<file path="config.mk">
export PLATFORM = sky130hd
export DESIGN_NAME = coherent_intervention_port
export DESIGN_NICKNAME = d
export VERILOG_FILES = /design/src/hw/cip_pkg.sv /design/src/hw/line_store.sv /design/src/hw/coherent_intervention_port.sv
export SDC_FILE = /design/constraint.sdc
export NUM_CORES = 2
export LEC_CHECK = 0
export BUFFER_PORTS_ARGS = -buffer_cell sky130_fd_sc_hd__buf_4
export CAP_MARGIN = 25
export CORE_MARGIN = 2
export CORE_UTILIZATION = 55
export DETAILED_ROUTE_END_ITERATION = 12
export GPL_TIMING_DRIVEN = 0
export PLACE_DENSITY = 0.71
export REMOVE_ABC_BUFFERS = 1
export SETUP_SLACK_MARGIN = 0.15
export SLEW_MARGIN = 40
export SYNTH_ARGS = -nofsm -noshare
export SYNTH_HDL_FRONTEND = slang
export SYNTH_HIERARCHICAL = 1
export SYNTH_MEMORY_MAX_BITS = 65536
export SYNTH_SLANG_ARGS = --single-unit
</file>
<file path="constraint.sdc">
create_clock -name ref_clk_i -period 43.3 [get_ports ref_clk_i]
set_input_delay 8.66 -clock ref_clk_i [delete_from_list [all_inputs] [get_ports ref_clk_i]]
set_output_delay 8.66 -clock ref_clk_i [all_outputs]
set_load 0.1 [all_outputs]
</file>
<file path="src/hw/cip_pkg.sv">
package cip_pkg;

	// ==========================================================
	// line geometry
	localparam int ADDR_W     = 32;
	localparam int LINE_BYTES = 32;
	localparam int LINE_W     = LINE_BYTES * 8;
	localparam int OFFSET_W   = 5;
	localparam int INDEX_W    = 4;
	localparam int DEPTH      = 16;
	localparam int INDEX_LSB  = OFFSET_W;
	localparam int TAG_LSB    = OFFSET_W + INDEX_W;
	localparam int TAG_W      = ADDR_W - TAG_LSB;
	localparam int STORE_W    = TAG_W + LINE_W;

	// ==========================================================
	// coherence line states
	typedef enum logic [1:0] {
		MESI_INVALID   = 2'b00,
		MESI_SHARED    = 2'b01,
		MESI_EXCLUSIVE = 2'b10,
		MESI_MODIFIED  = 2'b11
	} mesi_t;

	localparam mesi_t RESET_LINE_STATE = MESI_INVALID;

	// ==========================================================
	// intervention commands
	typedef enum logic [3:0] {
		CMD_SHARED_READ     = 4'h0, // shared_line_read_request
		CMD_OWNERSHIP_READ  = 4'h1, // ownership_read_request
		CMD_UPGRADE         = 4'h2, // shared_to_exclusive_request
		CMD_INVALIDATE      = 4'h3,
		CMD_COPY_BACK       = 4'h4,
		CMD_COPY_BACK_INV   = 4'h5,
		CMD_WRITE_INVALIDATE = 4'h6,
		CMD_READ_DISCARD    = 4'h7
	} icmd_t;

	// ==========================================================
	// fsm of the intervention engine
	typedef enum logic [1:0] {
		ST_IDLE   = 2'b00,
		ST_LOOKUP = 2'b01,
		ST_UPDATE = 2'b10,
		ST_RESP   = 2'b11
	} eng_state_t;

endpackage

</file>
<file path="src/hw/line_store.sv">
`timescale 1ns/100ps
// ==========================================================
// tag and data store, one line per entry, registered read
module line_store
	import cip_pkg::*;
(
	input  wire logic               ref_clk_i,
	input  wire logic               wr_en_i,
	input  wire logic [INDEX_W-1:0] wr_index_i,
	input  wire logic [STORE_W-1:0] wr_data_i,
	input  wire logic [INDEX_W-1:0] rd_index_i,
	output logic      [STORE_W-1:0] rd_data_o
);

	logic [STORE_W-1:0] mem [DEPTH];

	// read-first: a same-cycle write is seen on the next read only
	always_ff @(posedge ref_clk_i) begin
		if (wr_en_i) begin
			mem[wr_index_i] <= wr_data_i;
		end
		rd_data_o <= mem[rd_index_i];
	end

endmodule

</file>
<file path="src/hw/coherent_intervention_port.sv">
`timescale 1ns/100ps
module coherent_intervention_port
	import cip_pkg::*;
(
	input  wire logic              ref_clk_i,
	input  wire logic              rst_i,
	// intervention requests; the port exists only because this agent caches
	input  wire logic              req_valid_i,
	output logic                   req_ready_o,
	input  wire logic [3:0]        req_cmd_i,
	input  wire logic [ADDR_W-1:0] req_addr_i,
	input  wire logic              req_self_i,
	// intervention responses
	output logic                   resp_valid_o,
	input  wire logic              resp_ready_i,
	output logic [1:0]             resp_state_o,
	output logic                   resp_has_data_o,
	output logic [LINE_W-1:0]      resp_data_o,
	output logic                   resp_self_o,
	// line installs from the local cache pipeline
	input  wire logic              fill_valid_i,
	output logic                   fill_ready_o,
	input  wire logic [ADDR_W-1:0] fill_addr_i,
	input  wire logic [1:0]        fill_state_i,
	input  wire logic [LINE_W-1:0] fill_data_i,
	// one-cycle pulse when our own request is seen in global order
	output logic                   self_order_o
);

	// ==========================================================
	// helpers
	function automatic logic [INDEX_W-1:0] index_of(input logic [ADDR_W-1:0] a);
		index_of = a[TAG_LSB-1:INDEX_LSB];
	endfunction

	function automatic logic [TAG_W-1:0] tag_of(input logic [ADDR_W-1:0] a);
		tag_of = a[ADDR_W-1:TAG_LSB];
	endfunction

	// data goes back only for reads of owned lines and for dirty copy-backs or write-invalidates
	function automatic logic wants_data(input icmd_t c, input mesi_t s);
		logic hit_clean_or_dirty;
		hit_clean_or_dirty = (s == MESI_MODIFIED) || (s == MESI_EXCLUSIVE);
		case (c)
			CMD_SHARED_READ,
			CMD_OWNERSHIP_READ,
			CMD_READ_DISCARD:     wants_data = hit_clean_or_dirty;
			CMD_COPY_BACK,
			CMD_COPY_BACK_INV,
			CMD_WRITE_INVALIDATE: wants_data = (s == MESI_MODIFIED);
			default:              wants_data = 1'b0;
		endcase
	endfunction

	// state after a foreign intervention; invalid lines stay invalid
	function automatic mesi_t after_snoop(input icmd_t c, input mesi_t s);
		case (c)
			CMD_SHARED_READ:  after_snoop = (s == MESI_INVALID) ? s : MESI_SHARED;
			CMD_OWNERSHIP_READ,
			CMD_UPGRADE:      after_snoop = MESI_INVALID;
			CMD_INVALIDATE,
			CMD_COPY_BACK_INV,
			CMD_WRITE_INVALIDATE: after_snoop = MESI_INVALID;
			CMD_COPY_BACK:    after_snoop = (s == MESI_MODIFIED) ? MESI_EXCLUSIVE : s;
			CMD_READ_DISCARD: after_snoop = s;
			default:          after_snoop = s;
		endcase
	endfunction

	// ==========================================================
	// state
	eng_state_t         st;
	eng_state_t         next_st;
	mesi_t              line_st [DEPTH];
	mesi_t              next_line_st [DEPTH];
	icmd_t              cmd;
	icmd_t              next_cmd;
	logic [ADDR_W-1:0]  addr;
	logic [ADDR_W-1:0]  next_addr;
	logic               self_req;
	logic               next_self_req;
	mesi_t              prev;
	mesi_t              next_prev;
	logic [1:0]         resp_state;
	logic [1:0]         next_resp_state;
	logic               resp_has_data;
	logic               next_resp_has_data;
	logic [LINE_W-1:0]  resp_data;
	logic [LINE_W-1:0]  next_resp_data;
	logic               resp_self;
	logic               next_resp_self;
	logic               self_order;
	logic               next_self_order;

	logic               accept;
	logic               fill_take;
	logic               st_wr_en;
	logic [INDEX_W-1:0] st_wr_index;
	logic [STORE_W-1:0] st_wr_data;
	logic [INDEX_W-1:0] st_rd_index;
	logic [STORE_W-1:0] st_rd_data;
	logic               hit;
	mesi_t              looked_up;

	// one request in flight at a time keeps answers in arrival order
	assign req_ready_o  = (st == ST_IDLE);
	assign accept       = req_valid_i && req_ready_o;
	// interventions win the store; a fill waits for a quiet idle cycle
	assign fill_ready_o = (st == ST_IDLE) && !req_valid_i;
	assign fill_take    = fill_valid_i && fill_ready_o;
	assign resp_valid_o = (st == ST_RESP);

	assign resp_state_o    = resp_state;
	assign resp_has_data_o = resp_has_data;
	assign resp_data_o     = resp_data;
	assign resp_self_o     = resp_self;
	assign self_order_o    = self_order;

	// lookup result is valid in ST_LOOKUP
	assign hit       = (st_rd_data[STORE_W-1:LINE_W] == tag_of(addr))
	                   && (line_st[index_of(addr)] != MESI_INVALID);
	assign looked_up = hit ? line_st[index_of(addr)] : MESI_INVALID;

	// ==========================================================
	// store ports
	always_comb begin
		st_rd_index = index_of(req_addr_i);
		st_wr_en    = 1'b0;
		st_wr_index = index_of(fill_addr_i);
		st_wr_data  = {tag_of(fill_addr_i), fill_data_i};
		if (fill_take) begin
			st_wr_en = 1'b1;
		end
	end

	line_store u_store (
		.ref_clk_i  (ref_clk_i),
		.wr_en_i    (st_wr_en),
		.wr_index_i (st_wr_index),
		.wr_data_i  (st_wr_data),
		.rd_index_i (st_rd_index),
		.rd_data_o  (st_rd_data)
	);

	// ==========================================================
	// engine next state
	always_comb begin
		next_st            = st;
		next_line_st       = line_st;
		next_cmd           = cmd;
		next_addr          = addr;
		next_self_req      = self_req;
		next_prev          = prev;
		next_resp_state    = resp_state;
		next_resp_has_data = resp_has_data;
		next_resp_data     = resp_data;
		next_resp_self     = resp_self;
		next_self_order    = 1'b0;
		if (fill_take) begin
			next_line_st[index_of(fill_addr_i)] = mesi_t'(fill_state_i);
		end
		case (st)
			ST_IDLE: begin
				if (accept) begin
					next_cmd      = icmd_t'(req_cmd_i);
					next_addr     = req_addr_i;
					next_self_req = req_self_i;
					next_st       = ST_LOOKUP;
				end
			end
			ST_LOOKUP: begin
				next_prev          = looked_up;
				next_resp_state    = looked_up;
				next_resp_self     = self_req;
				// whole line, single beat, tag bits dropped
				next_resp_data     = st_rd_data[LINE_W-1:0];
				next_resp_has_data = self_req ? 1'b0 : wants_data(cmd, looked_up);
				next_st            = ST_UPDATE;
			end
			ST_UPDATE: begin
				// own copy is left to the local pipeline, only the order is flagged
				if (self_req) begin
					next_self_order = 1'b1;
				end else if (prev != MESI_INVALID) begin
					// a miss leaves the slot alone, it may hold a line of another tag
					next_line_st[index_of(addr)] = after_snoop(cmd, prev);
				end
				next_st = ST_RESP;
			end
			ST_RESP: begin
				if (resp_ready_i) begin
					next_st = ST_IDLE;
				end
			end
			default: begin
				next_st = ST_IDLE;
			end
		endcase
	end

	// ==========================================================
	// engine registers
	always_ff @(posedge ref_clk_i) begin
		if (rst_i) begin
			st            <= ST_IDLE;
			line_st       <= '{default: RESET_LINE_STATE};
			cmd           <= CMD_SHARED_READ;
			addr          <= '0;
			self_req      <= 1'b0;
			prev          <= MESI_INVALID;
			resp_state    <= 2'h0;
			resp_has_data <= 1'b0;
			resp_data     <= '0;
			resp_self     <= 1'b0;
			self_order    <= 1'b0;
		end else begin
			st            <= next_st;
			line_st       <= next_line_st;
			cmd           <= next_cmd;
			addr          <= next_addr;
			self_req      <= next_self_req;
			prev          <= next_prev;
			resp_state    <= next_resp_state;
			resp_has_data <= next_resp_has_data;
			resp_data     <= next_resp_data;
			resp_self     <= next_resp_self;
			self_order    <= next_self_order;
		end
	end

endmodule

</file>
* Yosys cells after proc, flatten, opt, wreduce, memory -nomap -nowiden
Memory sizes are Yosys's and may differ from the RTL's. A register that Yosys moved wholly into a read port is not among the register bits.
Index checks and enable logic that the tools add are counted.
** Cells by class
- Equal/unequal tests :: 16
- Multiplexer cells :: 29
- Reductions and logical operators :: 19
- Bitwise operators :: 3
- Order comparisons :: 4
** Operators by type and width (number)
- $mux 32 :: 4
- $bwmux 32 :: 2
- $mux 2 :: 12
- $eq 23x23->1 :: 1
- $demux 2 s4 :: 2
- $eq 4x3->1 const B :: 4
- $eq 2x2->1 const B :: 5
- $ge 5x5->1 const B :: 2
- $lt 5x1->1 const B :: 2
- $not 4->5 :: 2
- $bmux 2 s4 :: 1
- $eq 4x2->1 const B :: 2
- $pmux 2 s4 :: 1
- $logic_and 1x1->1 :: 6
- $pmux 2 s3 :: 1
- $reduce_or 3->1 :: 2
- $mux 1 :: 5
- $reduce_or 5->1 :: 1
- $eq 4x1->1 const B :: 1
- $logic_not 2->1 :: 2
- $logic_not 4->1 :: 1
- $ne 2x1->1 const B :: 2
- $reduce_and 2->1 :: 2
- $reduce_bool 2->1 :: 2
- other kinds (6) :: 6
** Word-level totals
- Word-level logic and storage cells :: 97
- Bits of input ports :: 332
- Bits in writable memories :: 4464
- Memories :: 1
- Register bits after elaboration :: 332
** Memories
- u_store.mem :: words 16, width 279, read ports 1, clocked after memory_dff 1, wr ports 1, RTL line line_store.sv:15 : logic [STORE_W-1:0] mem [DEPTH];

* Logic depth before layout (Yosys ltp)
- Word-level depth :: 11
- Mapped depth :: 9
- Gate-level depth less buffers :: 7

* Modules after synthesis
Netlist, hierarchy kept.
** By module, submodules not included
- line_store :: times used 1, cells each 7246, seq. area each 139633.9 µm², area an instance 172833.3 µm²
- coherent_intervention_port :: times used 1, cells each 1265, seq. area each 6546.3 µm², area an instance 12693.4 µm²

* Least setup slack after synthesis
Ideal clock, no wire load.
- Path type :: input to register
- From :: input req_valid_i
- To :: memory u_store/mem[0][0] (netlist bit) (enable)
- Path slack :: 12.361 ns
- Buffers on the path :: 0
- Arrival :: 29.673 ns
- Stages :: 4
- Cells stage by stage :: nor2b_1 and2_1 or3b_2 nor3_1
** Between the ends
- Longest elaborated chain between the ends :: 6
** Ends and longest elaborated chain
- from (decl) :: RTL line coherent_intervention_port.sv:8 : input wire logic req_valid_i,
- $logic_not 1->1 :: RTL line coherent_intervention_port.sv:109 : assign fill_ready_o = (st == ST_IDLE) && !req_valid_i;
- $logic_and 1x1->1 :: RTL line coherent_intervention_port.sv:109
- $logic_and 1x1->1 :: RTL line coherent_intervention_port.sv:110 : assign fill_take = fill_valid_i && fill_ready_o;
- named net fill_take :: RTL line coherent_intervention_port.sv:96 : logic fill_take;
- $mux 1 :: RTL line coherent_intervention_port.sv:131 : if (fill_take) begin
- $mux 1 :: RTL line line_store.sv:19 : if (wr_en_i) begin
- $mux 1 (implied by the code) :: RTL line line_store.sv:20 : mem[wr_index_i] <= wr_data_i;
- to (decl) :: RTL line line_store.sv:15
The timed path passes the listed nets, and every way through them passes these cells.

* Worst setup path after layout
- From :: input req_valid_i
- To :: output fill_ready_o
** Between the ends
- Longest elaborated chain between the ends :: 2
** Ends and longest elaborated chain
- $logic_not 1->1 :: RTL line coherent_intervention_port.sv:109
- $logic_and 1x1->1 :: RTL line coherent_intervention_port.sv:109
- to (decl) :: RTL line coherent_intervention_port.sv:22 : output logic fill_ready_o,
No other way between the ends.

==> impl_metrics.env <==
export IMPL_yosys_most_used_dff="edfxtp_1"
export IMPL_cts_tree="yes"
export IMPL_worstReg2RegEnd="u_store/mem[12][69]"
export IMPL_ys_seq_area_frac=0.7879
export IMPL_finalSetupViolations=0
export IMPL_holdPathStages=2
export IMPL_leakage_nw=73.96
export IMPL_clkSinkCount=5070
export IMPL_clk_latency_ns=1.02
export IMPL_row_count=213
export IMPL_wire_per_inst_um=30.80
export IMPL_crit_type="input port to output pin"
export IMPL_routed_via_density=6.219
export IMPL_maxSlewViolCount=0
export IMPL_grt_overflow=0
export IMPL_final_area_um2=222400
export IMPL_run_status="completed"
export IMPL_r2r_cells=17
export IMPL_tightest_slew_ns=0.8338
export IMPL_die_y_um=584.8
export IMPL_rsz0062_at_grt="no"
export IMPL_maxCapViolations=0
export IMPL_cp_arrival_ns=9.87
export IMPL_dieWidth_um=584.8
export IMPL_netlist_area_um2=185500
export IMPL_synth_edf_count=4464
export IMPL_placed_cell_area_um2=206300
export IMPL_worstPathRequired_ns=34.64
export IMPL_setup_tns_ns=0
export IMPL_port_buffers=585
export IMPL_cts_root_buf="clkbuf_16"
export IMPL_area_growth_syn_to_layout_pct=19.86
export IMPL_worstHoldStart="u_store/rd_data_o[238]"
export IMPL_synth_avg_cell_area_um2=21.80
export IMPL_drc=0
export IMPL_grt_first_pass_wirelength_um=660200
export IMPL_cts_hold_buf=0
export IMPL_post_cts_buffers=0
export IMPL_hold_end="resp_data_o[238]"
export IMPL_p_per_area_nw_per_um2=49.63
export IMPL_clock_path_buffers=4
export IMPL_antenna_found_initial=92
export IMPL_die_area_um2=342000
export IMPL_gp_congestion=0.7205
export IMPL_first_pass_iters=6
export IMPL_critPathCaptureType="output pin"
export IMPL_synthArstFlopShare=0
export IMPL_start_util=0.5521
export IMPL_vdd_ir_drop_max_mv=0.05207
export IMPL_fin_worst_skew_ns=0.07734
export IMPL_vias=92380
export IMPL_track_usage=0.2665
export IMPL_ys_types=52
export IMPL_grt_max_degree=96
export IMPL_layout_nets=10210
export IMPL_stdcell_count=14860
export IMPL_core_um2=336100
export IMPL_fmaxAchievable_mhz=53.98
export IMPL_drtIter0Drc=9810
export IMPL_hpwl_um=296500
export IMPL_hold_viol=0
export IMPL_fin_crit_sh=0.4279
export IMPL_ff_latch_area_um2=146200
export IMPL_min_period_ns=18.53
export IMPL_multi_input_area_um2=37250
export IMPL_ys_ff_latch=5070
export IMPL_drive_gt1_frac=0.3186
export IMPL_ys_top_cells_by_area="edfxtp_1, mux4_2, dfxtp_1, a22oi_1, mux2i_1"
export IMPL_grt_pass1_vias=94020
export IMPL_dp_cells=13900
export IMPL_cts_made_buffers=483
export IMPL_r2r_start="st[1]"
export IMPL_critPathMaxFanout=6
export IMPL_synth_top_cell_by_area="edfxtp_1"
export IMPL_r2r_slack_ns=37.76
export IMPL_cts_clk_slew_worst_paths_ns=0.06
export IMPL_syn_instance_count=8511
export IMPL_fill_cells=20900
export IMPL_synth_top_area_share=0.7225
export IMPL_htree_levels=5
export IMPL_crit_path_start_kind="input port"
export IMPL_min_path_type="flip-flop to flip-flop"
export IMPL_yosys_warnings=6
export IMPL_post_cts_resize_count=0
export IMPL_ant_nets=0
export IMPL_wirelength_um=457600
export IMPL_io_pins=596
export IMPL_slew_headroom=0.4390
power by group:
group / internal, mW / switching, mW / total [mW]
registers: 5.46 / 0.0800 / 5.54
clock network: 2.39 / 1.82 / 4.20
logic: 0.411 / 0.880 / 1.29
total: 8.26 / 2.78 / 11.0
routing by layer:
metal  vias to the layer above  global-route usage  part of all wire
li1                      38070                   -                 -
met1                     49170              0.3603              0.38
met2                      4339              0.4426              0.50
met3                       711             0.05782             0.089
met4                        84             0.07213             0.027
met5                         -                   0            0.0011
final cells by class:
type	instances	share of cell area
tap	4515	0.02540
clock buffer	694	0.06059
sequential	5070	0.6574
antenna	35	0.0003939
multi-input combinational	2965	0.1675
timing repair buffer	1348	0.07744
clock inverter	225	0.01125
inverter	3	0.00005064
cell usage in the layout, fill, tap and decap left out, types with 282 or more instances in the layout:
cell type  netlist  final
mux4_2        1059   1059
dfxtp_1        606    605
edfxtp_1      4464   4464
nand2_1        302    301
mux2i_1        327    327
buf_4           89    747
clkbuf_16        0    486
nor2_1         317    302
a22oi_1        492    492
buf_16           0    282
how the worst max path moves through the flow:
stage,slack (ns),startpoint,cells past startpoint,to
2_1_floorplan,12.36,req_valid_i,4,u_store/mem[0][0]
3_3_place_gp,-15.76,req_valid_i,5,u_store/mem[8][78]
3_5_place_dp,24.79,req_valid_i,3,fill_ready_o
4_1_cts,24.78,req_valid_i,3,fill_ready_o
5_1_grt,24.84,req_valid_i,3,fill_ready_o
6_report,24.77,req_valid_i,3,fill_ready_o
metrics by stage:
step	setup slack (ns)	hold WS [ns]	power, mW	util
2_1_floorplan	12.36	0.4413	6.581	-
3_3_place_gp	-15.76	0.4461	7.304	0.5751
3_5_place_dp	24.79	0.4554	6.939	0.6139
4_1_cts	24.78	0.4120	11.11	0.6614
5_1_grt	24.84	0.4340	11.35	0.6616
6_report	24.77	0.4071	11.04	0.6617
Yosys cell counts (2+ instances only):
library cell	count
edfxtp_1	4464
mux4_2	1059
dfxtp_1	606
a22oi_1	492
mux2i_1	327
nor2_1	317
nand2_1	302
clkbuf_1	209
mux2_2	126
buf_2	109
buf_4	89
buf_1	56
nor2b_1	51
o221ai_1	37
a21oi_1	36
nand2b_1	34
o21ai_0	32
a211oi_1	25
a221oi_1	25
xnor2_1	21
nand3_1	11
nand4_1	9
nor3_1	9
buf_6	8
and2_1	6
o22a_1	6
ha_1	4
inv_1	3
mux4_1	3
nor3b_1	3
nor4_1	3
xor2_1	3
clkbuf_2	2
nand3b_1	2
nor3_2	2
nor4b_2	2
or2_2	2
or3b_2	2
flip-flops by register name, indices dropped and copies added, names as in the netlist, 2 cells and up:
name and count:
u_store/rd_data_o 279, line_st 32, resp_state_o 2, cmd 4, st 2, addr 27, u_store/mem 4464, resp_data_o 256
critical path: stages:
cell and delay, ns:
buf_4 0.14, nor2b_1 0.63, buf_4 0.42
kinds of logic after synthesis:
kind of cell | count (synthesis) | synth area share
buffers and inverters | 476 | 0.01250
multiplexers | 1515 | 0.1543
XOR/XNOR | 24 | 0.001133
AO/OA/AOI/OAI | 658 | 0.02623
flip-flops | 5070 | 0.7879
AND/OR/NAND/NOR | 764 | 0.01767
adder cells (fa/ha/maj) | 4 | 0.0002698
(Power assumes the default switching activity.)
